**config.mk**
```make
export PLATFORM = sky130hd
export DESIGN_NAME = boundary_scan_test_port
export DESIGN_NICKNAME = d
export VERILOG_FILES = /design/src/design/tap_pkg.sv /design/src/design/boundary_scan_test_port.sv
export SDC_FILE = /design/constraint.sdc
export NUM_CORES = 1
export LEC_CHECK = 0
export ABC_AREA = 1
export CELL_PAD_IN_SITES_DETAIL_PLACEMENT = 0
export CELL_PAD_IN_SITES_GLOBAL_PLACEMENT = 1
export CORE_ASPECT_RATIO = 0.7
export CORE_MARGIN = 3
export CORE_UTILIZATION = 33
export DETAILED_ROUTE_END_ITERATION = 10
export DONT_BUFFER_PORTS = 1
export HOLD_SLACK_MARGIN = 0.06
export PLACE_DENSITY = 0.64
export SETUP_SLACK_MARGIN = 0.5
export SYNTH_ARGS = -nofsm -noshare
export SYNTH_HDL_FRONTEND = slang
export SYNTH_SLANG_ARGS = --single-unit
```
**constraint.sdc**
```tcl
create_clock -name sys_clk -period 2.4 [get_ports sys_clk]
set_clock_uncertainty 0.2 [all_clocks]
set_input_delay 0.72 -clock sys_clk [delete_from_list [all_inputs] [get_ports sys_clk]]
set_output_delay 0.72 -clock sys_clk [all_outputs]
set_load 0.05 [all_outputs]
```
**src/design/tap_pkg.sv**
```systemverilog
// constants for the boundary-scan test access port
package tap_pkg;
    localparam int IR_W      = 5;
    localparam int ID_W      = 32;
    localparam int BSR_CELLS = 8;             // pads in the scan chain
    localparam int CELL_W    = 3;             // input, output, enable bits
    localparam int CELL_IN   = 0;
    localparam int CELL_OUT  = 1;
    localparam int CELL_OE   = 2;
    localparam int BSR_W     = BSR_CELLS * CELL_W;
    localparam int CFG_W     = 8;             // configuration bus byte
    localparam int CFG_DEPTH = 8;             // load buffer words
    localparam int CNT_W     = 3;
    localparam logic [CNT_W-1:0] CNT_LAST = 3'h7;
    localparam logic [CNT_W-1:0] CNT_ZERO = 3'h0;

    localparam logic [IR_W-1:0] OP_EXTEST  = 5'h00;
    localparam logic [IR_W-1:0] OP_SAMPLE  = 5'h01;
    localparam logic [IR_W-1:0] OP_USER1   = 5'h02;
    localparam logic [IR_W-1:0] OP_USER2   = 5'h03;
    localparam logic [IR_W-1:0] OP_CFG_RD  = 5'h04;
    localparam logic [IR_W-1:0] OP_CFG_WR  = 5'h05;
    localparam logic [IR_W-1:0] OP_INTEST  = 5'h07;
    localparam logic [IR_W-1:0] OP_USERID  = 5'h08;
    localparam logic [IR_W-1:0] OP_IDCODE  = 5'h09;
    localparam logic [IR_W-1:0] OP_FLOAT   = 5'h0A;
    localparam logic [IR_W-1:0] OP_STARTUP = 5'h0C;
    localparam logic [IR_W-1:0] OP_BYPASS  = 5'h1F;
    localparam logic [IR_W-1:0] IR_CAPTURE = 5'h01;  // fixed 01 pattern

    typedef enum logic [3:0] {
        ST_RESET, ST_IDLE, ST_SEL_DR, ST_CAP_DR, ST_SHIFT_DR, ST_EXIT1_DR,
        ST_PAUSE_DR, ST_EXIT2_DR, ST_UPD_DR, ST_SEL_IR, ST_CAP_IR,
        ST_SHIFT_IR, ST_EXIT1_IR, ST_PAUSE_IR, ST_EXIT2_IR, ST_UPD_IR
    } tap_state_t;
endpackage

```
**src/design/boundary_scan_test_port.sv**
```systemverilog
// boundary-scan test access port with configuration load buffer
`timescale 1ns/100ps
`default_nettype none

// ****************************************************************
// load buffer
// ****************************************************************
module cfg_fifo #(parameter int WIDTH = 8, parameter int DEPTH = 8) (
    input  wire logic             clk,       // system clock
    input  wire logic             rst,       // synchronous reset
    input  wire logic [WIDTH-1:0] in_data,   // word to store
    input  wire logic             in_valid,  // store request
    output logic                  in_ready,  // room left
    output logic      [WIDTH-1:0] out_data,  // oldest word
    output logic                  out_valid, // word present
    input  wire logic             out_ready  // drain accepts
);
    localparam int AW = $clog2(DEPTH);
    logic [WIDTH-1:0] mem_q [DEPTH];
    logic [AW-1:0]    wr_q, rd_q;
    logic [AW:0]      cnt_q;
    logic             push, pop;
    assign in_ready  = (cnt_q != (AW+1)'(DEPTH));
    assign out_valid = (cnt_q != '0);
    assign out_data  = mem_q[rd_q];
    assign push      = in_valid && in_ready;
    assign pop       = out_valid && out_ready;
    // storage and pointers; pointers wrap on depth
    always_ff @(posedge clk) begin
        if (rst) begin
            wr_q  <= '0;
            rd_q  <= '0;
            cnt_q <= '0;
        end else begin
            if (push) begin
                mem_q[wr_q] <= in_data;
                wr_q <= (wr_q == AW'(DEPTH-1)) ? '0 : wr_q + 1'b1;
            end
            if (pop)
                rd_q <= (rd_q == AW'(DEPTH-1)) ? '0 : rd_q + 1'b1;
            cnt_q <= cnt_q + (AW+1)'(push) - (AW+1)'(pop);
        end
    end
endmodule // cfg_fifo

// ****************************************************************
// test access port
// ****************************************************************
module boundary_scan_test_port
    import tap_pkg::*;
#(
    parameter logic [ID_W-1:0] ID_CODE = 32'h1234_5671  // arbitrary value
) (
    input  wire logic                 sys_clk,         // 125 MHz clock
    input  wire logic                 srst,            // sync reset
    input  wire logic                 tck,             // test clock pin
    input  wire logic                 tms,             // mode select pin
    input  wire logic                 tdi,             // serial in pin
    output logic                      tdo,             // serial out pin
    output logic                      tdo_oe,          // tdo driven
    input  wire logic [BSR_CELLS-1:0] pad_in,          // pad levels
    output logic      [BSR_CELLS-1:0] pad_out,         // pad drive value
    output logic      [BSR_CELLS-1:0] pad_oe,          // pad drive enable
    input  wire logic [BSR_CELLS-1:0] core_out,        // core drive value
    input  wire logic [BSR_CELLS-1:0] core_oe,         // core enable
    output logic      [BSR_CELLS-1:0] core_in,         // seen by core
    input  wire logic                 cfg_done,        // device configured
    input  wire logic [ID_W-1:0]      user_id_word,    // user code word
    output logic                      user_chain_one_select, // chain one
    output logic                      user_chain_two_select, // chain two
    output logic                      user_reset,      // in reset state
    output logic                      user_capture,    // capture pulse
    output logic                      user_shift,      // shift pulse
    output logic                      user_update,     // update pulse
    output logic                      user_tdi,        // bit for chains
    input  wire logic                 user_tdo_one,    // chain one out
    input  wire logic                 user_tdo_two,    // chain two out
    output logic      [CFG_W-1:0]     cfg_wr_data,     // load byte
    output logic                      cfg_wr_valid,    // load byte ready
    input  wire logic                 cfg_wr_ready,    // load accepted
    output logic                      cfg_wr_busy,     // buffer full
    input  wire logic [CFG_W-1:0]     cfg_rd_data,     // readback byte
    output logic                      cfg_rd_take,     // readback pulse
    input  wire logic                 startup_sequence_clock_source,
    output logic                      startup_step_on_test_clock
);
    logic [2:0]           tck_s;
    logic [1:0]           tms_s, tdi_s;
    logic [BSR_CELLS-1:0] pad_s1_q, pad_s2_q;
    logic                 tck_rise, tck_fall, byp_q, serial_bit, use_bsr;
    tap_state_t           state_q, state_d;
    logic [IR_W-1:0]      ir_q, ir_sh_q, op;
    logic [ID_W-1:0]      id_sh_q;
    logic [BSR_W-1:0]     bsr_sh_q, bsr_up_q;
    logic [CFG_W-1:0]     cfg_sh_q, push_data_q;
    logic [CNT_W-1:0]     cnt_q;
    logic                 fifo_ready, push_q;

    // pins are async: two flops before use; tck_s[2] only finds edges
    always_ff @(posedge sys_clk) begin
        if (srst) begin
            tck_s    <= '0;
            tms_s    <= '1;
            tdi_s    <= '1;
            pad_s1_q <= '0;
            pad_s2_q <= '0;
        end else begin
            tck_s    <= {tck_s[1:0], tck};
            tms_s    <= {tms_s[0], tms};
            tdi_s    <= {tdi_s[0], tdi};
            pad_s1_q <= pad_in;
            pad_s2_q <= pad_s1_q;
        end
    end
    assign tck_rise = tck_s[1] && !tck_s[2];
    assign tck_fall = !tck_s[1] && tck_s[2];
    // user opcodes act as bypass until configuration installs them
    always_comb begin
        op = ir_q;
        if (!cfg_done && (ir_q == OP_USER1 || ir_q == OP_USER2 ||
                          ir_q == OP_USERID))
            op = OP_BYPASS;
    end
    // extest, sample and intest all use the one pad chain
    assign use_bsr = (op == OP_EXTEST) || (op == OP_SAMPLE) ||
                     (op == OP_INTEST);

    // controller next state under tms
    always_comb begin
        state_d = state_q;
        case (state_q)
            ST_RESET:    state_d = tms_s[1] ? ST_RESET   : ST_IDLE;
            ST_IDLE:     state_d = tms_s[1] ? ST_SEL_DR  : ST_IDLE;
            ST_SEL_DR:   state_d = tms_s[1] ? ST_SEL_IR  : ST_CAP_DR;
            ST_CAP_DR:   state_d = tms_s[1] ? ST_EXIT1_DR : ST_SHIFT_DR;
            ST_SHIFT_DR: state_d = tms_s[1] ? ST_EXIT1_DR : ST_SHIFT_DR;
            ST_EXIT1_DR: state_d = tms_s[1] ? ST_UPD_DR  : ST_PAUSE_DR;
            ST_PAUSE_DR: state_d = tms_s[1] ? ST_EXIT2_DR : ST_PAUSE_DR;
            ST_EXIT2_DR: state_d = tms_s[1] ? ST_UPD_DR  : ST_SHIFT_DR;
            ST_UPD_DR:   state_d = tms_s[1] ? ST_SEL_DR  : ST_IDLE;
            ST_SEL_IR:   state_d = tms_s[1] ? ST_RESET   : ST_CAP_IR;
            ST_CAP_IR:   state_d = tms_s[1] ? ST_EXIT1_IR : ST_SHIFT_IR;
            ST_SHIFT_IR: state_d = tms_s[1] ? ST_EXIT1_IR : ST_SHIFT_IR;
            ST_EXIT1_IR: state_d = tms_s[1] ? ST_UPD_IR  : ST_PAUSE_IR;
            ST_PAUSE_IR: state_d = tms_s[1] ? ST_EXIT2_IR : ST_PAUSE_IR;
            ST_EXIT2_IR: state_d = tms_s[1] ? ST_UPD_IR  : ST_SHIFT_IR;
            ST_UPD_IR:   state_d = tms_s[1] ? ST_SEL_DR  : ST_IDLE;
            default:     state_d = ST_RESET;
        endcase
    end
    // state advances only on a rising test-clock edge
    always_ff @(posedge sys_clk) begin
        if (srst)
            state_q <= ST_RESET;
        else if (tck_rise)
            state_q <= state_d;
    end
    // instruction register; loads on leaving update-ir
    always_ff @(posedge sys_clk) begin
        if (srst) begin
            ir_q    <= OP_IDCODE;
            ir_sh_q <= IR_CAPTURE;
        end else if (tck_rise) begin
            case (state_q)
                ST_RESET:    ir_q    <= OP_IDCODE;
                ST_CAP_IR:   ir_sh_q <= IR_CAPTURE;
                ST_SHIFT_IR: ir_sh_q <= {tdi_s[1], ir_sh_q[IR_W-1:1]};
                ST_UPD_IR:   ir_q    <= ir_sh_q;
                default:     ir_q    <= ir_q;
            endcase
        end
    end
    // bypass bit, plus one shifter shared by identification and user word
    always_ff @(posedge sys_clk) begin
        if (srst) begin
            byp_q   <= 1'b0;
            id_sh_q <= '0;
        end else if (tck_rise) begin
            if (state_q == ST_CAP_DR) begin
                byp_q   <= 1'b0;
                id_sh_q <= (op == OP_USERID) ? user_id_word
                                             : ID_CODE;
            end else if (state_q == ST_SHIFT_DR) begin
                byp_q   <= tdi_s[1];
                id_sh_q <= {tdi_s[1], id_sh_q[ID_W-1:1]};
            end
        end
    end
    // pad chain captures core drive even on unused or input-only pads
    always_ff @(posedge sys_clk) begin
        if (srst) begin
            bsr_sh_q <= '0;
            bsr_up_q <= '0;
        end else if (tck_rise && use_bsr) begin
            case (state_q)
                ST_CAP_DR: begin
                    for (int i = 0; i < BSR_CELLS; i++) begin
                        bsr_sh_q[i*CELL_W+CELL_IN]  <= pad_s2_q[i];
                        bsr_sh_q[i*CELL_W+CELL_OUT] <= core_out[i];
                        bsr_sh_q[i*CELL_W+CELL_OE]  <= core_oe[i];
                    end
                end
                ST_SHIFT_DR: bsr_sh_q <= {tdi_s[1], bsr_sh_q[BSR_W-1:1]};
                ST_UPD_DR:   bsr_up_q <= bsr_sh_q;
                default:     bsr_up_q <= bsr_up_q;
            endcase
        end
    end
    // cells stay bidirectional after configuration for interconnect tests
    always_ff @(posedge sys_clk) begin
        if (srst) begin
            pad_out <= '0;
            pad_oe  <= '0;
            core_in <= '0;
        end else begin
            for (int i = 0; i < BSR_CELLS; i++) begin
                if (op == OP_EXTEST) begin
                    pad_out[i] <= bsr_up_q[i*CELL_W+CELL_OUT];
                    pad_oe[i]  <= bsr_up_q[i*CELL_W+CELL_OE];
                end else begin
                    pad_out[i] <= core_out[i];
                    pad_oe[i]  <= core_oe[i] && (op != OP_FLOAT);
                end
                core_in[i] <= (op == OP_INTEST)
                    ? bsr_up_q[i*CELL_W+CELL_IN] : pad_s2_q[i];
            end
        end
    end

    // configuration byte shifter: lsb first, shared bit counter
    always_ff @(posedge sys_clk) begin
        if (srst) begin
            cfg_sh_q    <= '0;
            cnt_q       <= CNT_ZERO;
            push_q      <= 1'b0;
            push_data_q <= '0;
            cfg_rd_take <= 1'b0;
        end else begin
            push_q      <= 1'b0;
            cfg_rd_take <= 1'b0;
            if (tck_rise && state_q == ST_CAP_DR) begin
                cnt_q <= CNT_ZERO;
                if (op == OP_CFG_RD) begin
                    cfg_sh_q    <= cfg_rd_data;
                    cfg_rd_take <= 1'b1;
                end
            end else if (tck_rise && state_q == ST_SHIFT_DR) begin
                cnt_q <= cnt_q + 1'b1;
                if (op == OP_CFG_WR) begin
                    cfg_sh_q <= {tdi_s[1], cfg_sh_q[CFG_W-1:1]};
                    // a full buffer drops the byte; busy warns first
                    if (cnt_q == CNT_LAST && fifo_ready) begin
                        push_q      <= 1'b1;
                        push_data_q <= {tdi_s[1], cfg_sh_q[CFG_W-1:1]};
                    end
                end else if (op == OP_CFG_RD) begin
                    if (cnt_q == CNT_LAST) begin
                        cfg_sh_q    <= cfg_rd_data;
                        cfg_rd_take <= 1'b1;
                    end else
                        cfg_sh_q <= {1'b0, cfg_sh_q[CFG_W-1:1]};
                end
            end
        end
    end

    cfg_fifo #(.WIDTH(CFG_W), .DEPTH(CFG_DEPTH)) u_load_buf (
        .clk       (sys_clk),
        .rst       (srst),
        .in_data   (push_data_q),
        .in_valid  (push_q),
        .in_ready  (fifo_ready),
        .out_data  (cfg_wr_data),
        .out_valid (cfg_wr_valid),
        .out_ready (cfg_wr_ready)
    );

    // busy flag for the controller side of the load path
    always_ff @(posedge sys_clk) begin
        if (srst)
            cfg_wr_busy <= 1'b0;
        else
            cfg_wr_busy <= !fifo_ready;
    end
    // serial source of the selected path
    always_comb begin
        serial_bit = byp_q;
        if (state_q == ST_SHIFT_IR)
            serial_bit = ir_sh_q[0];
        else
            case (op)
                OP_EXTEST, OP_SAMPLE, OP_INTEST: serial_bit = bsr_sh_q[0];
                OP_USER1:  serial_bit = user_tdo_one;
                OP_USER2:  serial_bit = user_tdo_two;
                OP_CFG_RD: serial_bit = cfg_sh_q[0];
                OP_USERID, OP_IDCODE: serial_bit = id_sh_q[0];
                default:   serial_bit = byp_q;
            endcase
    end

    // tdo changes only on falling test-clock edges
    always_ff @(posedge sys_clk) begin
        if (srst) begin
            tdo    <= 1'b0;
            tdo_oe <= 1'b0;
        end else if (tck_fall) begin
            tdo    <= serial_bit;
            tdo_oe <= (state_q == ST_SHIFT_DR) ||
                      (state_q == ST_SHIFT_IR);
        end
    end

    // user chain strobes follow controller states, one sys_clk late
    always_ff @(posedge sys_clk) begin
        if (srst) begin
            user_chain_one_select <= 1'b0;
            user_chain_two_select <= 1'b0;
            user_reset   <= 1'b1;
            user_capture <= 1'b0;
            user_shift   <= 1'b0;
            user_update  <= 1'b0;
            user_tdi     <= 1'b0;
            startup_step_on_test_clock <= 1'b0;
        end else begin
            user_chain_one_select <= (op == OP_USER1);
            user_chain_two_select <= (op == OP_USER2);
            user_reset   <= (state_q == ST_RESET);
            user_capture <= tck_rise && (state_q == ST_CAP_DR);
            user_shift   <= tck_rise && (state_q == ST_SHIFT_DR);
            user_update  <= tck_rise && (state_q == ST_UPD_DR);
            user_tdi     <= tdi_s[1];
            startup_step_on_test_clock <= tck_rise &&
                (state_q == ST_IDLE) && (op == OP_STARTUP) &&
                startup_sequence_clock_source;
        end
    end
endmodule // boundary_scan_test_port

`default_nettype wire

```
* Yosys cells after proc, flatten, opt, wreduce, memory -nomap -nowiden
Memories as Yosys holds them, arrays and structs flattened. A register that Yosys moved wholly into a read port is not among the register bits.
Index checks and enable logic that the tools add are counted.
** Operators by class
- Div/mod/pow operators :: 0
- Shift-type cells :: 0
- Order comparisons :: 0
- Bitwise logic cells :: 3
- Multipliers :: 0
- Mux-type cells :: 68
- Reduce and logical (&&, ||, !) cells :: 52
- Add/sub/neg operators :: 5
- Eq/ne operators :: 33
** Operators with widths (number)
- 32-bit 2-to-1 mux :: 3
- 8-bit 2-to-1 mux :: 6
- 24-bit case mux with 2 select lines :: 1
- 4-bit case mux with 12 select lines :: 1
- 1-bit 2-to-1 mux :: 40
- 4-bit equality test, second input constant :: 8
- 1-bit logical AND :: 21
- 5-bit by 2-bit equality test with 1-bit output, second input constant :: 4
- 5-bit by 4-bit equality test with 1-bit output, second input constant :: 4
- 5-bit case mux with 2 select lines :: 2
- 3-bit 2-to-1 mux :: 6
- 4-bit by 3-bit equality test with 1-bit output, second input constant :: 4
- 4-bit 2-to-1 mux :: 4
- 5-bit by 3-bit equality test with 1-bit output, second input constant :: 3
- 2-bit AND reduction :: 5
- 2-bit nonzero test :: 5
- 3-bit by 1-bit adder with 3-bit output, second input constant :: 3
- 3-bit equality test, second input constant :: 3
- 4-bit by 2-bit equality test with 1-bit output, second input constant :: 2
- 2-bit OR reduction :: 4
- 2-bit 2-to-1 mux :: 3
- 3-bit OR reduction :: 2
- 5-bit by 1-bit equality test with 1-bit output, second input constant :: 1
- 5-bit logical NOT :: 1
- other kinds (16) :: 25
** Word-level totals
- Output and inout port bits :: 45
- Bits in latches :: 0
- Input bits :: 74
- ROM bits :: 0
- Memories kept :: 1
- Memory bits (writable) :: 64
- Register bits after elaboration :: 184
** Memories
- u_load_buf.mem_q :: words 8, width 8, read ports 1, clocked after memory_dff 1, wr ports 1, line boundary_scan_test_port.sv:19 : logic [WIDTH-1:0] mem_q [DEPTH];

* Logic depth before layout (Yosys ltp)
Gate-level depths: netlist (run 1).
- Depth in word-level cells :: 10
- Depth in mapped cells :: 14

* Hierarchy
Synthesis (run 1) repeated with hierarchy kept, for this count alone.
** Second synthesis, totals
- Cells, all modules :: 1298
- Area, all modules :: 10623.9 um2
** By module, submodules not included
- boundary_scan_test_port :: cells each 920, seq. area each 3483.3 um2, area an instance 7025.5 um2, instances 1
- cfg_fifo :: cells each 378, seq. area each 2182.1 um2, area an instance 3598.5 um2, instances 1

* Worst setup path after synthesis (run 1)
No wires, ideal clock.
- Path kind :: reg-to-output
- Start point :: register with a tool-made name
- End point :: output cfg_wr_data[5]
- Data required time :: 1480 ps
- Setup slack :: -334 ps
- Arrival :: 1814 ps
- Cell stages (with the launch flop) :: 7
- Path through :: dfxtp_1 inv_1 clkbuf_1 o21ai_0 o22ai_1 nor2_1 a31oi_1
** RTL lines
- end, declared :: line boundary_scan_test_port.sv:78 : output logic [CFG_W-1:0] cfg_wr_data,

==> summary.md, run 1 <==
| Metric | Value |
|---|---|
| Outcome | `finished with violations` |
| Failing checks | `negative setup slack` |
| Clock period minus worst slack | `2.754 ns` |
| Synth Warn # | `0` |
| Routability cong. | `0.8171` |
| Hold_ws | `0.08845 ns` |
| Total wire length | `30.09 mm` |
| Global-route wire length before repair | `45.13 mm` |
| Seq cells post-synth | `251` |
| Maxcap violations | `0` |
| Initial Utilization | `33.70%` |
| Slew margin rel. | `68.63%` |
| Asr flop ratio synth | `0%` |
| Syn_area_per_cell | `8.748 um2` |
| Core area | `0.03024 mm2` |
| Worst-Skew Late Latency | `0.54 ns` |
| Peak supply drop | `490.8 uV` |
| Post-layout total power | `0.01153 W` |
| Final setup viols | `8` |
| RSZ-0062 raised after global routing | `true` |
| ANT nets after route | `0` |
| Die ar. | `0.03306 mm2` |
| Largest net degree at the start of global routing | `52` |
| Final nets | `1352` |
| Post-Synthesis Cells | `1165` |
| Setup total negative slack | `-2.705 ns` |
| Pwr per Cell Area | `779.5 mW/mm2` |
| Sequential area share after synthesis | `55.59%` |
| Worst r2r dst | `bsr_up_q[14]` |
| Chip Width | `216.0 um` |
| Worst Hold Class | `input pin to flip-flop` |
| Synthesized cell area | `0.01019 mm2` |
| Root Buffer | `clkbuf_16` |
| GRT Overall Usage | `16.98%` |
| EDFF count, synth | `64` |
| Initial antenna violation count | `2` |
| Synth top area cells | `dfxtp_1, edfxtp_1, o21ai_0` |
| 1st-pass router iterations | `4` |
| RR Startpoint | `ir_q[2]` |
| Worst slew pin tran | `0.4699 ns` |
| WP data arrival | `1.83 ns` |
| DR iter-0 viols | `499` |
| Fin cells | `1698` |
| Synth Flop Type | `dfxtp_1` |
| Via count | `8464` |
| Final worst setup slack | `-0.3543 ns` |
| Tcrit/Tclk final | `114.8%` |
| H-tree depth | `1` |
| Synth cell types | `46` |
| Area grow syn2layout | `45.17%` |
| Clk slew on worst S/H paths | `0.06 ns` |
| R2r worst-path depth | `14` |
| WL per Instance | `17.72 um` |
| Die Ht | `153.0 um` |
| Worst Hold Depth | `2` |
| Dpl cells | `1564` |
| Share of cells above drive strength 1 | `39.53%` |
| Worst path required time | `1.48 ns` |
| Hold wc startpoint | `pad_in[1]` |
| Worst Hold End | `pad_s1_q[1]` |
| Sink Count | `251` |
| R2R Setup Slk | `0.27 ns` |
| Routed vias/inst | `4.985` |
| Core Util, Final | `48.92%` |
| Final Max Slew Viols | `0` |
| LEAKAGE | `5.592 nW` |
| Syn nets | `1252` |
| Final hold violation count | `0` |
| CP Class | `flip-flop to output pin` |
| I/O pins | `119` |
| CTS tree | `done` |
| Clock Path Buffers | `3` |
| F_max | `363.1 MHz` |
| Row count | `53` |
| TritonCTS buffer count | `26` |
| DRC viols | `0` |
| Dpl hpwl | `18.10 mm` |
| I/O Buffers | `0` |
| CP Max Fanout | `7` |
| CP startpoint kind | `flip-flop` |
| Cell taking the most area after synthesis | `dfxtp_1` |
| Top cell type's share of synthesized area | `36.73%` |
| Vias in the first global route | `7792` |
| Setup crit end kind | `output pin` |
| Total gr overflow | `0` |
worst max-delay path by stage:
stage	startpoint	to	slack (ns)
3_3_place_gp	cfg_done	bsr_up_q[3]	0.06
6_report	flip-flop	cfg_wr_data[0]	-0.35
5_1_grt	flip-flop	cfg_wr_data[2]	-0.45
4_1_cts	flip-flop	cfg_wr_data[0]	-0.39
2_1_floorplan	cfg_done	bsr_sh_q[13]	0.26
3_5_place_dp	cfg_done	bsr_up_q[5]	0.05
worst max-delay path, stage by stage, from the launching register on:
cell,delay [ns]
dfxtp_4,0.44
buf_12,0.13
buf_8,0.12
nor2_2,0.04
nor2_1,0.10
o21ai_2,0.09
a31oi_4,0.22
buf_12,0.16
where the power goes:
group	switching (W)	total (W)	internal, W
Sequential	0.000207	0.00461	0.00441
Clock	0.00174	0.00435	0.00261
Combinational	0.00140	0.00257	0.00117
logic make-up after synthesis:
family / after synthesis / synth area share [%]
compound gates: 386 / 20.36
flops: 251 / 55.59
buf+inv: 180 / 7.366
fa+ha+maj: 13 / 1.670
simple gates: 334 / 14.93
xor+xnor: 1 / 0.08596
flip-flops by register name, summed over array words and instances (netlist names), 24 cells and up, named ones only:
name and flops:
bsr_up_q 24, id_sh_q 32, bsr_sh_q 24, u_load_buf.mem_q 64
placed cells by master (no fill, tap or decap), types with 9 or more instances in the layout:
master	netlist	layout
dfxtp_4	0	44
a21oi_1	125	72
nand3_1	36	28
buf_6	6	30
buf_12	0	28
dfxtp_1	187	137
nor2_2	3	17
inv_2	4	12
edfxtp_1	64	64
nor2_1	173	133
clkbuf_16	0	30
o21ai_1	36	38
o21ai_4	0	20
nand2_4	5	13
buf_4	1	44
o21ai_0	174	93
o21ai_2	1	60
nand2_1	89	75
nor2_4	3	29
a211oi_2	2	9
inv_1	109	86
a21oi_2	0	51
routing by layer:
metal / GRT usage, % / wire (um) / up-vias
li1: - / - / 4187
met1: 25.23 / 14590 / 4090
met2: 24.83 / 13350 / 150
met3: 4.432 / 1630 / 37
met4: 3.624 / 522 / 0
met5: 0 / 0 / -
stage by stage:
step           instance area [um2]  setup slack [ns]
2_1_floorplan                10620            0.2585
3_3_place_gp                 11300           0.05913
3_5_place_dp                 11300           0.05435
4_1_cts                      13620           -0.3896
5_1_grt                      14790           -0.4509
6_report                     14790           -0.3543
synth_stat cells, types with 2 or more instances:
cell / instances
dfxtp_1: 187
o21ai_0: 174
nor2_1: 173
a21oi_1: 125
inv_1: 109
nand2_1: 89
edfxtp_1: 64
clkbuf_1: 46
nand3_1: 36
o21ai_1: 36
o32ai_1: 13
ha_1: 12
o22ai_1: 11
a31oi_1: 9
buf_2: 9
a211oi_1: 7
buf_6: 6
nand2_4: 5
nand4_1: 5
inv_2: 4
nor2_8: 4
nor3_1: 4
or2_2: 4
nor2_2: 3
nor2_4: 3
o211ai_1: 3
a211oi_2: 2
clkinv_1: 2
nand2_2: 2
nand2_8: 2
area by class of cell:
| class | count | area, um2 |
|---|---|---|
| Inverter | 118 | 560.5 |
| Fill cell | 2879 | 15440 |
| Tap cell | 412 | 515.5 |
| Timing Repair inverter | 9 | 166.4 |
| Timing Repair Buffer | 124 | 1634 |
| Clock buffer | 33 | 738.2 |
| Clock inverter | 15 | 190.2 |
| Multi-Input combinational cell | 735 | 5149 |
| Antenna cell | 1 | 2.502 |
| Sequential cell | 251 | 5838 |
what timing repair did:
item                       4_1_cts  5_1_grt
buffers inserted                35       25
hold endpoints to repair        43        1
gates resized for setup        269      239
setup endpoints to repair      233      222
hold buffers                     6        1
pin swaps                       63       48
cloned                           9        9
Power figures use the tool's default switching activity.
==> run 2: changes to the inputs <==
Settings changed: BUFFER_PORTS_ARGS from default to -buffer_cell sky130_fd_sc_hd__buf_2, DONT_BUFFER_PORTS 1 to default, PLACE_DENSITY 0.64 to 0.68.
==> run 2 against run 1 <==
Net effect:
- the run still ends with negative setup slack left
- register-to-register slack got worse by 0.05 ns
- global-route usage is 0.32 points higher
- routed wire length about the same
- total power down 0.26%
- via count is 5.8% higher
- worst setup slack better by 0.013 ns
- die area unchanged
- clock power fell by 4%
- fmax grew 0.47%
- sequential cell count did not move
- critical endpoint unchanged
- highest routed layer unchanged
==> summary.md, run 2 (same netlist as run 1, synthesis figures left out) <==
| Metric | Value |
|---|---|
| Final nets | `1493 (was 1352)` |
| Die ar. | `0.03306 mm2 (unchanged)` |
| Maxcap violations | `0 (unchanged)` |
| Sequential power share | `39.5% (was 40.0%)` |
| LEAKAGE | `6.258 nW (was 5.592 nW)` |
| GRT Overall Usage | `17.31% (was 16.98%)` |
| Comb pwr share | `24.4% (was 22.3%)` |
| Largest net degree at the start of global routing | `72 (was 52)` |
| Worst-Skew Late Latency | `0.54 ns (about the same)` |
| RR Startpoint | `ir_q[1] (was ir_q[2])` |
| Row count | `53 (unchanged)` |
| Hold_ws | `0.1624 ns (was 0.08845 ns)` |
| CP Capture Point | `cfg_wr_data[0] (unchanged)` |
| Pwr per Cell Area | `733.1 mW/mm2 (was 779.5 mW/mm2)` |
| Cts hold-fix bufs | `0 (was 6)` |
| Max reg flops | `64 (unchanged)` |
| Met3 Usage GRT | `2.385% (was 4.432%)` |
| CP delay by family, top | `buffers and inverters (was flip-flops)` |
| Initial Utilization | `33.70% (unchanged)` |
| Total gr overflow | `0 (unchanged)` |
| Sw power | `0.003425 W (was 0.003344 W)` |
| Worst Hold Depth | `2 (unchanged)` |
| Number of antenna diodes | `0 (was 1)` |
| CP startpoint kind | `flip-flop (unchanged)` |
| Final Max Slew Viols | `0 (unchanged)` |
| Worst Hold Class | `input pin to flip-flop (unchanged)` |
| I/O pins | `119 (unchanged)` |
| DR iter-0 viols | `573 (was 499)` |
| Met1 Usage GRT | `26.34% (was 25.23%)` |
| CP max stage cell | `dfxtp_4 (unchanged)` |
| Post-layout total power | `0.01150 W (was 0.01153 W)` |
| Sink Count | `251 (unchanged)` |
| Cell Chain, Critical Path | `inv_6, o21ai_0, o22ai_1, nor2_1, buf_4, a31oi_4, buf_6 (was buf_12, buf_8, nor2_2, nor2_1, o21ai_2, a31oi_4, buf_12)` |
| ANT nets after route | `0 (unchanged)` |
| R2R Setup Slk | `0.22 ns (was 0.27 ns)` |
| Share of cells above drive strength 1 | `45.20% (was 39.53%)` |
| Outcome | `finished with violations (unchanged)` |
| TritonCTS buffer count | `27 (was 26)` |
| Global-route wire length before repair | `46.84 mm (was 45.13 mm)` |
| Clock Path Buffers | `3 (unchanged)` |
| F_max | `364.8 MHz (was 363.1 MHz)` |
| Tcrit/Tclk final | `114.2% (was 114.8%)` |
| Die Ht | `153.0 um (unchanged)` |
| Worst r2r dst | `bsr_sh_q[12] (was bsr_up_q[14])` |
| Clock period minus worst slack | `2.742 ns (was 2.754 ns)` |
| Dpl ws | `-0.09285 ns (was 0.05435 ns)` |
| Via count | `8959 (was 8464)` |
| Vias in the first global route | `8600 (was 7792)` |
| Routability cong. | `0.8233 (was 0.8171)` |
| Int Pwr | `0.008078 W (was 0.008189 W)` |
| RSZ-0062 raised after global routing | `true (unchanged)` |
| Total wire length | `30.08 mm (was 30.09 mm)` |
| Core Util, Final | `51.89% (was 48.92%)` |
| CP Class | `flip-flop to output pin (unchanged)` |
| Slew margin rel. | `64.44% (was 68.63%)` |
| Setup crit end kind | `output pin (unchanged)` |
| WP buf/inv | `3 (unchanged)` |
| Regs by FF count | `u_load_buf.mem_q x64, id_sh_q x32 (unchanged)` |
| CP Max Fanout | `13 (was 7)` |
| Peak supply drop | `443.0 uV (was 490.8 uV)` |
| 1st-pass router iterations | `5 (was 4)` |
| Fin cells | `1839 (was 1698)` |
| Chip Width | `216.0 um (unchanged)` |
| CTS tree | `done (unchanged)` |
| Routed vias/inst | `4.872 (was 4.985)` |
| Final hold violation count | `0 (unchanged)` |
| Grt met2 use | `25.81% (was 24.83%)` |
| Initial antenna violation count | `0 (was 2)` |
| Worst slew pin tran | `0.5328 ns (was 0.4699 ns)` |
| GRT busiest layer | `met1 (unchanged)` |
| WP data arrival | `1.82 ns (was 1.83 ns)` |
| Core area | `0.03024 mm2 (unchanged)` |
| Fill cell count | `2730 (was 2879)` |
| Dpl cells | `1705 (was 1564)` |
| Final worst setup slack | `-0.3415 ns (was -0.3543 ns)` |
| Area grow syn2layout | `53.96% (was 45.17%)` |
| Clk pwr share | `36.1% (was 37.7%)` |
| CP Depth | `7 (unchanged)` |
| Root Buffer | `clkbuf_16 (unchanged)` |
| R2r worst-path depth | `16 (was 14)` |
| I/O Buffers | `118 (was 0)` |
| H-tree depth | `1 (unchanged)` |
| Dpl hpwl | `18.76 mm (was 18.10 mm)` |
| Top reg by flops | `u_load_buf.mem_q (unchanged)` |
| DRC viols | `0 (unchanged)` |
| Failing checks | `negative setup slack (unchanged)` |
| Worst path required time | `1.48 ns (about the same)` |
| Clk slew on worst S/H paths | `0.06 ns (about the same)` |
| Commonest non-fill, non-tap cell in the layout | `dfxtp_1 (unchanged)` |
| Commonest cells after routing, fill and taps aside | `dfxtp_1, nor2_1, o21ai_0, inv_1, a21oi_1 (was dfxtp_1, nor2_1, o21ai_0, inv_1, nand2_1)` |
| Crit-path max cell delay | `0.38 ns (was 0.44 ns)` |
| Sw frac | `29.77% (was 28.99%)` |
| Final setup viols | `8 (unchanged)` |
| WL per Instance | `16.36 um (was 17.72 um)` |
-- run 2: cell count changes in the layout (fill, tap and decap cells not counted), moves of 24 or more --
cell,previous run,this run
dfxtp_4,44,7
dfxtp_2,6,43
o21ai_0,93,120
buf_2,0,73
buf_4,44,68
buf_8,7,50
-- run 2: worst min-delay path by stage --
stage / from / end / slack [ns]
3_3_place_gp: tdi_s[0] / tdi_s[1] / 0.19
4_1_cts: tdi / tdi_s[0] / 0.15
5_1_grt: tdi / tdi_s[0] / 0.15
6_report: tdi / tdi_s[0] / 0.16
3_5_place_dp: tdi_s[0] / tdi_s[1] / 0.19
2_1_floorplan: pad_s1_q[0] / pad_s2_q[0] / 0.19
-- run 2: cell type report --
type	instances	area, um2	area share (%)
Timing Repair Buffer	271	2860	18.23
Multi-Input combinational cell	736	5144	32.78
Sequential cell	251	5746	36.62
Clock inverter	17	152.6	0.9729
Tap cell	412	515.5	3.285
Clock buffer	33	728.2	4.641
Timing Repair inverter	1	11.26	0.07177
Inverter	118	533.0	3.397
-- run 2: through the flow --
step                TNS [ns]  cell area, um2
floorplan                  0           10620
global placement     -0.9701           12020
detailed placement    -2.578           12020
CTS                   -2.793           14770
global route          -3.226           15690
finish                -2.492           15690
-- run 2: routing by layer --
| layer | vias up | wire (um) |
|---|---|---|
| met5 | - | 0 |
| met4 | 0 | 665 |
| met3 | 53 | 1226 |
| met2 | 197 | 13300 |
| met1 | 4252 | 14890 |
| li1 | 4457 | - |
-- run 2: timing repair --
item                       CTS  global route
gates resized for setup    411           156
buffers inserted            46            27
cloned                       9             2
pin swaps                   48            69
setup endpoints to repair  239           229
-- run 2: power by group through the flow --
stage               sequential (W)  clock [W]  combinational (W)
CTS                        0.00454    0.00425            0.00264
finish                     0.00454    0.00416            0.00280
global placement           0.00461          0            0.00209
global route               0.00455    0.00443            0.00302
floorplan                  0.00467          0            0.00148
detailed placement         0.00461          0            0.00211
==> run 3: changes to the inputs <==
--- a/constraint.sdc
+++ b/constraint.sdc
@@ -3,3 +3,3 @@
 set_input_delay 0.72 -clock sys_clk [delete_from_list [all_inputs] [get_ports sys_clk]]
 set_output_delay 0.72 -clock sys_clk [all_outputs]
-set_load 0.05 [all_outputs]
+set_load 0.1 [all_outputs]
==> run 3 against run 2 <==
Net effect:
- the run still ends with negative setup slack left
- routed wire length down 0.78%
- via count fell by 1.7%
- critical path depth stayed put
- clock power rose by 1%
- global-route usage decreased by 0.14 points
- sequential power about the same
- final cell count decreased by 1.2%
- die area unchanged
- highest routed layer unchanged
==> summary.md, run 3 (same netlist as run 1, synthesis figures left out) <==
| Metric | Value |
|---|---|
| Fill cell count | `2727 (was 2730)` |
| Initial antenna violation count | `1 (was 0)` |
| Worst path required time | `1.48 ns (about the same)` |
| R2R Setup Slk | `0.25 ns (was 0.22 ns)` |
| Top reg by flops | `u_load_buf.mem_q (unchanged)` |
| Global-route wire length before repair | `46.29 mm (was 46.84 mm)` |
| Vias in the first global route | `8412 (was 8600)` |
| Final Max Slew Viols | `0 (unchanged)` |
| Core area | `0.03024 mm2 (unchanged)` |
| Slew margin rel. | `62.57% (was 64.44%)` |
| WP data arrival | `1.93 ns (was 1.82 ns)` |
| Crit-path max cell delay | `0.40 ns (was 0.38 ns)` |
| Total gr overflow | `0 (unchanged)` |
| 1st-pass router iterations | `5 (unchanged)` |
| Clk slew on worst S/H paths | `0.06 ns (about the same)` |
| RR Startpoint | `ir_q[1] (unchanged)` |
| ANT nets after route | `0 (unchanged)` |
| TritonCTS buffer count | `26 (was 27)` |
| Final setup viols | `8 (unchanged)` |
| Worst Hold Class | `input pin to flip-flop (unchanged)` |
| Comb pwr share | `28.1% (was 24.4%)` |
| Worst slew pin tran | `0.5609 ns (was 0.5328 ns)` |
| Sequential power share | `37.3% (was 39.5%)` |
| R2r worst-path depth | `15 (was 16)` |
| Routability cong. | `0.8292 (was 0.8233)` |
| Maxcap violations | `0 (unchanged)` |
| Total wire length | `29.85 mm (was 30.08 mm)` |
| CP Class | `flip-flop to output pin (unchanged)` |
| Root Buffer | `clkbuf_16 (unchanged)` |
| Largest net degree at the start of global routing | `72 (unchanged)` |
| H-tree depth | `1 (unchanged)` |
| WL per Instance | `16.43 um (was 16.36 um)` |
| Final nets | `1471 (was 1493)` |
| LEAKAGE | `6.230 nW (was 6.258 nW)` |
| CP startpoint kind | `flip-flop (unchanged)` |
| Via count | `8807 (was 8959)` |
| CTS tree | `done (unchanged)` |
| Final worst setup slack | `-0.4508 ns (was -0.3415 ns)` |
| Die ar. | `0.03306 mm2 (unchanged)` |
| Sw frac | `32.22% (was 29.77%)` |
| Peak supply drop | `687.6 uV (was 443.0 uV)` |
| Failing checks | `negative setup slack (unchanged)` |
| I/O pins | `119 (unchanged)` |
| Commonest non-fill, non-tap cell in the layout | `nor2_1 (was dfxtp_1)` |
| Outcome | `finished with violations (unchanged)` |
| Sw power | `0.003917 W (was 0.003425 W)` |
| Clk pwr share | `34.6% (was 36.1%)` |
| Worst r2r dst | `bsr_up_q[15] (was bsr_sh_q[12])` |
| DRC viols | `0 (unchanged)` |
| Max reg flops | `64 (unchanged)` |
| Routed vias/inst | `4.847 (was 4.872)` |
| CP Capture Point | `cfg_wr_data[7] (was cfg_wr_data[0])` |
| F_max | `350.8 MHz (was 364.8 MHz)` |
| GRT Overall Usage | `17.17% (was 17.31%)` |
| Die Ht | `153.0 um (unchanged)` |
| Clock Path Buffers | `3 (unchanged)` |
| Tcrit/Tclk final | `118.8% (was 114.2%)` |
| Sink Count | `251 (unchanged)` |
| Share of cells above drive strength 1 | `46.44% (was 45.20%)` |
| I/O Buffers | `118 (unchanged)` |
| Dpl hpwl | `18.31 mm (was 18.76 mm)` |
| CP max stage cell | `dfxtp_4 (unchanged)` |
| Final hold violation count | `0 (unchanged)` |
| CP Max Fanout | `7 (was 13)` |
| Regs by FF count | `u_load_buf.mem_q x64, id_sh_q x32 (unchanged)` |
| Post-layout total power | `0.01216 W (was 0.01150 W)` |
| Row count | `53 (unchanged)` |
| Area grow syn2layout | `57.72% (was 53.96%)` |
| Commonest cells after routing, fill and taps aside | `nor2_1, dfxtp_1, o21ai_0, inv_1, buf_2 (was dfxtp_1, nor2_1, o21ai_0, inv_1, a21oi_1)` |
| Area occupied by multi-input gates | `0.005380 mm2 (was 0.005144 mm2)` |
| Worst-Skew Late Latency | `0.55 ns (was 0.54 ns)` |
| Setup crit end kind | `output pin (unchanged)` |
| Clock period minus worst slack | `2.851 ns (was 2.742 ns)` |
| Cts hold-fix bufs | `0 (unchanged)` |
| Initial Utilization | `33.70% (unchanged)` |
| Chip Width | `216.0 um (unchanged)` |
| Most used cell, CP | `buf_12` |
| Setup total negative slack | `-3.413 ns (was -2.492 ns)` |
| Sequential cell area | `0.005742 mm2 (was 0.005746 mm2)` |
| Cell Chain, Critical Path | `buf_12, o21ai_2, o22ai_2, nor2_1, buf_4, a31oi_4, buf_12 (was inv_6, o21ai_0, o22ai_1, nor2_1, buf_4, a31oi_4, buf_6)` |
| Int Pwr | `0.008239 W (was 0.008078 W)` |
| Pwr per Cell Area | `756.3 mW/mm2 (was 733.1 mW/mm2)` |
| RSZ-0062 raised after global routing | `true (unchanged)` |
| DR iter-0 viols | `491 (was 573)` |
run 3: changes by cell type in the layout (fill, tap and decap cells not counted), moves of 16 or more:
cell	before	now
a21oi_1	84	60
a21oi_2	40	62
buf_6	48	32
buf_12	25	70
buf_8	50	8
nor2_2	30	13
run 3: worst min-delay path by stage:
stage                 from           to  depth (start not counted)
5_1_grt                tms     tms_s[0]                          2
4_1_cts                tdi     tdi_s[0]                          2
3_5_place_dp   pad_s1_q[6]  pad_s2_q[6]                          2
3_3_place_gp      tms_s[0]     tms_s[1]                          1
2_1_floorplan  pad_s1_q[0]  pad_s2_q[0]                          2
6_report               tdi     tdi_s[0]                          2
run 3: per-layer routing:
layer,routed length [um],up-vias,global-route usage [%]
met1,14720,4233,25.59
met4,413,0,3.624
met3,1059,30,2.742
met2,13650,137,26.34
met5,0,-,0
li1,-,4407,-
run 3: critical path, delay by kind of cell, from the launching register on:
kind | cells | cell delay, ns
simple gates | 1 | 0.08
flops | 1 | 0.40
buf+inv | 3 | 0.49
compound gates | 3 | 0.42
run 3: area by class of cell:
cell class | instances | share of cell area [%]
sequential | 251 | 35.72
multi-input combinational | 734 | 33.47
timing repair buffer | 249 | 18.25
clock buffer | 32 | 4.437
inverter | 118 | 3.417
tap | 412 | 3.207
clock inverter | 16 | 1.137
timing repair inverter | 4 | 0.3425
antenna | 1 | 0.01557
run 3: power by group through the flow:
stage	Clock, W	Combinational (W)	Sequential [W]
after global placement	0	0.00283	0.00461
final	0.00420	0.00342	0.00453
after detailed placement	0	0.00284	0.00462
after global routing	0.00449	0.00362	0.00455
after floorplan	0	0.00188	0.00476
after CTS	0.00431	0.00328	0.00454
run 3: per-stage QoR:
step	util (%)	std cells	area, um2	setup slack, ns	hold WS [ns]
3_5_place_dp	40.39	1691	12210	-0.07836	0.1955
6_report	53.15	1817	16070	-0.4508	0.1630
5_1_grt	53.15	1817	16070	-0.5367	0.1495
3_3_place_gp	40.39	1691	12210	-0.05487	0.1930
2_1_floorplan	-	1165	10820	0.07466	0.1883
4_1_cts	49.56	1797	14990	-0.4924	0.1331
run 3: repair_timing:
action,CTS,global route
gates cloned,7,7
setup endpoints to repair,241,237
setup buffers,51,12
pin swaps,63,62
resized for setup,362,197
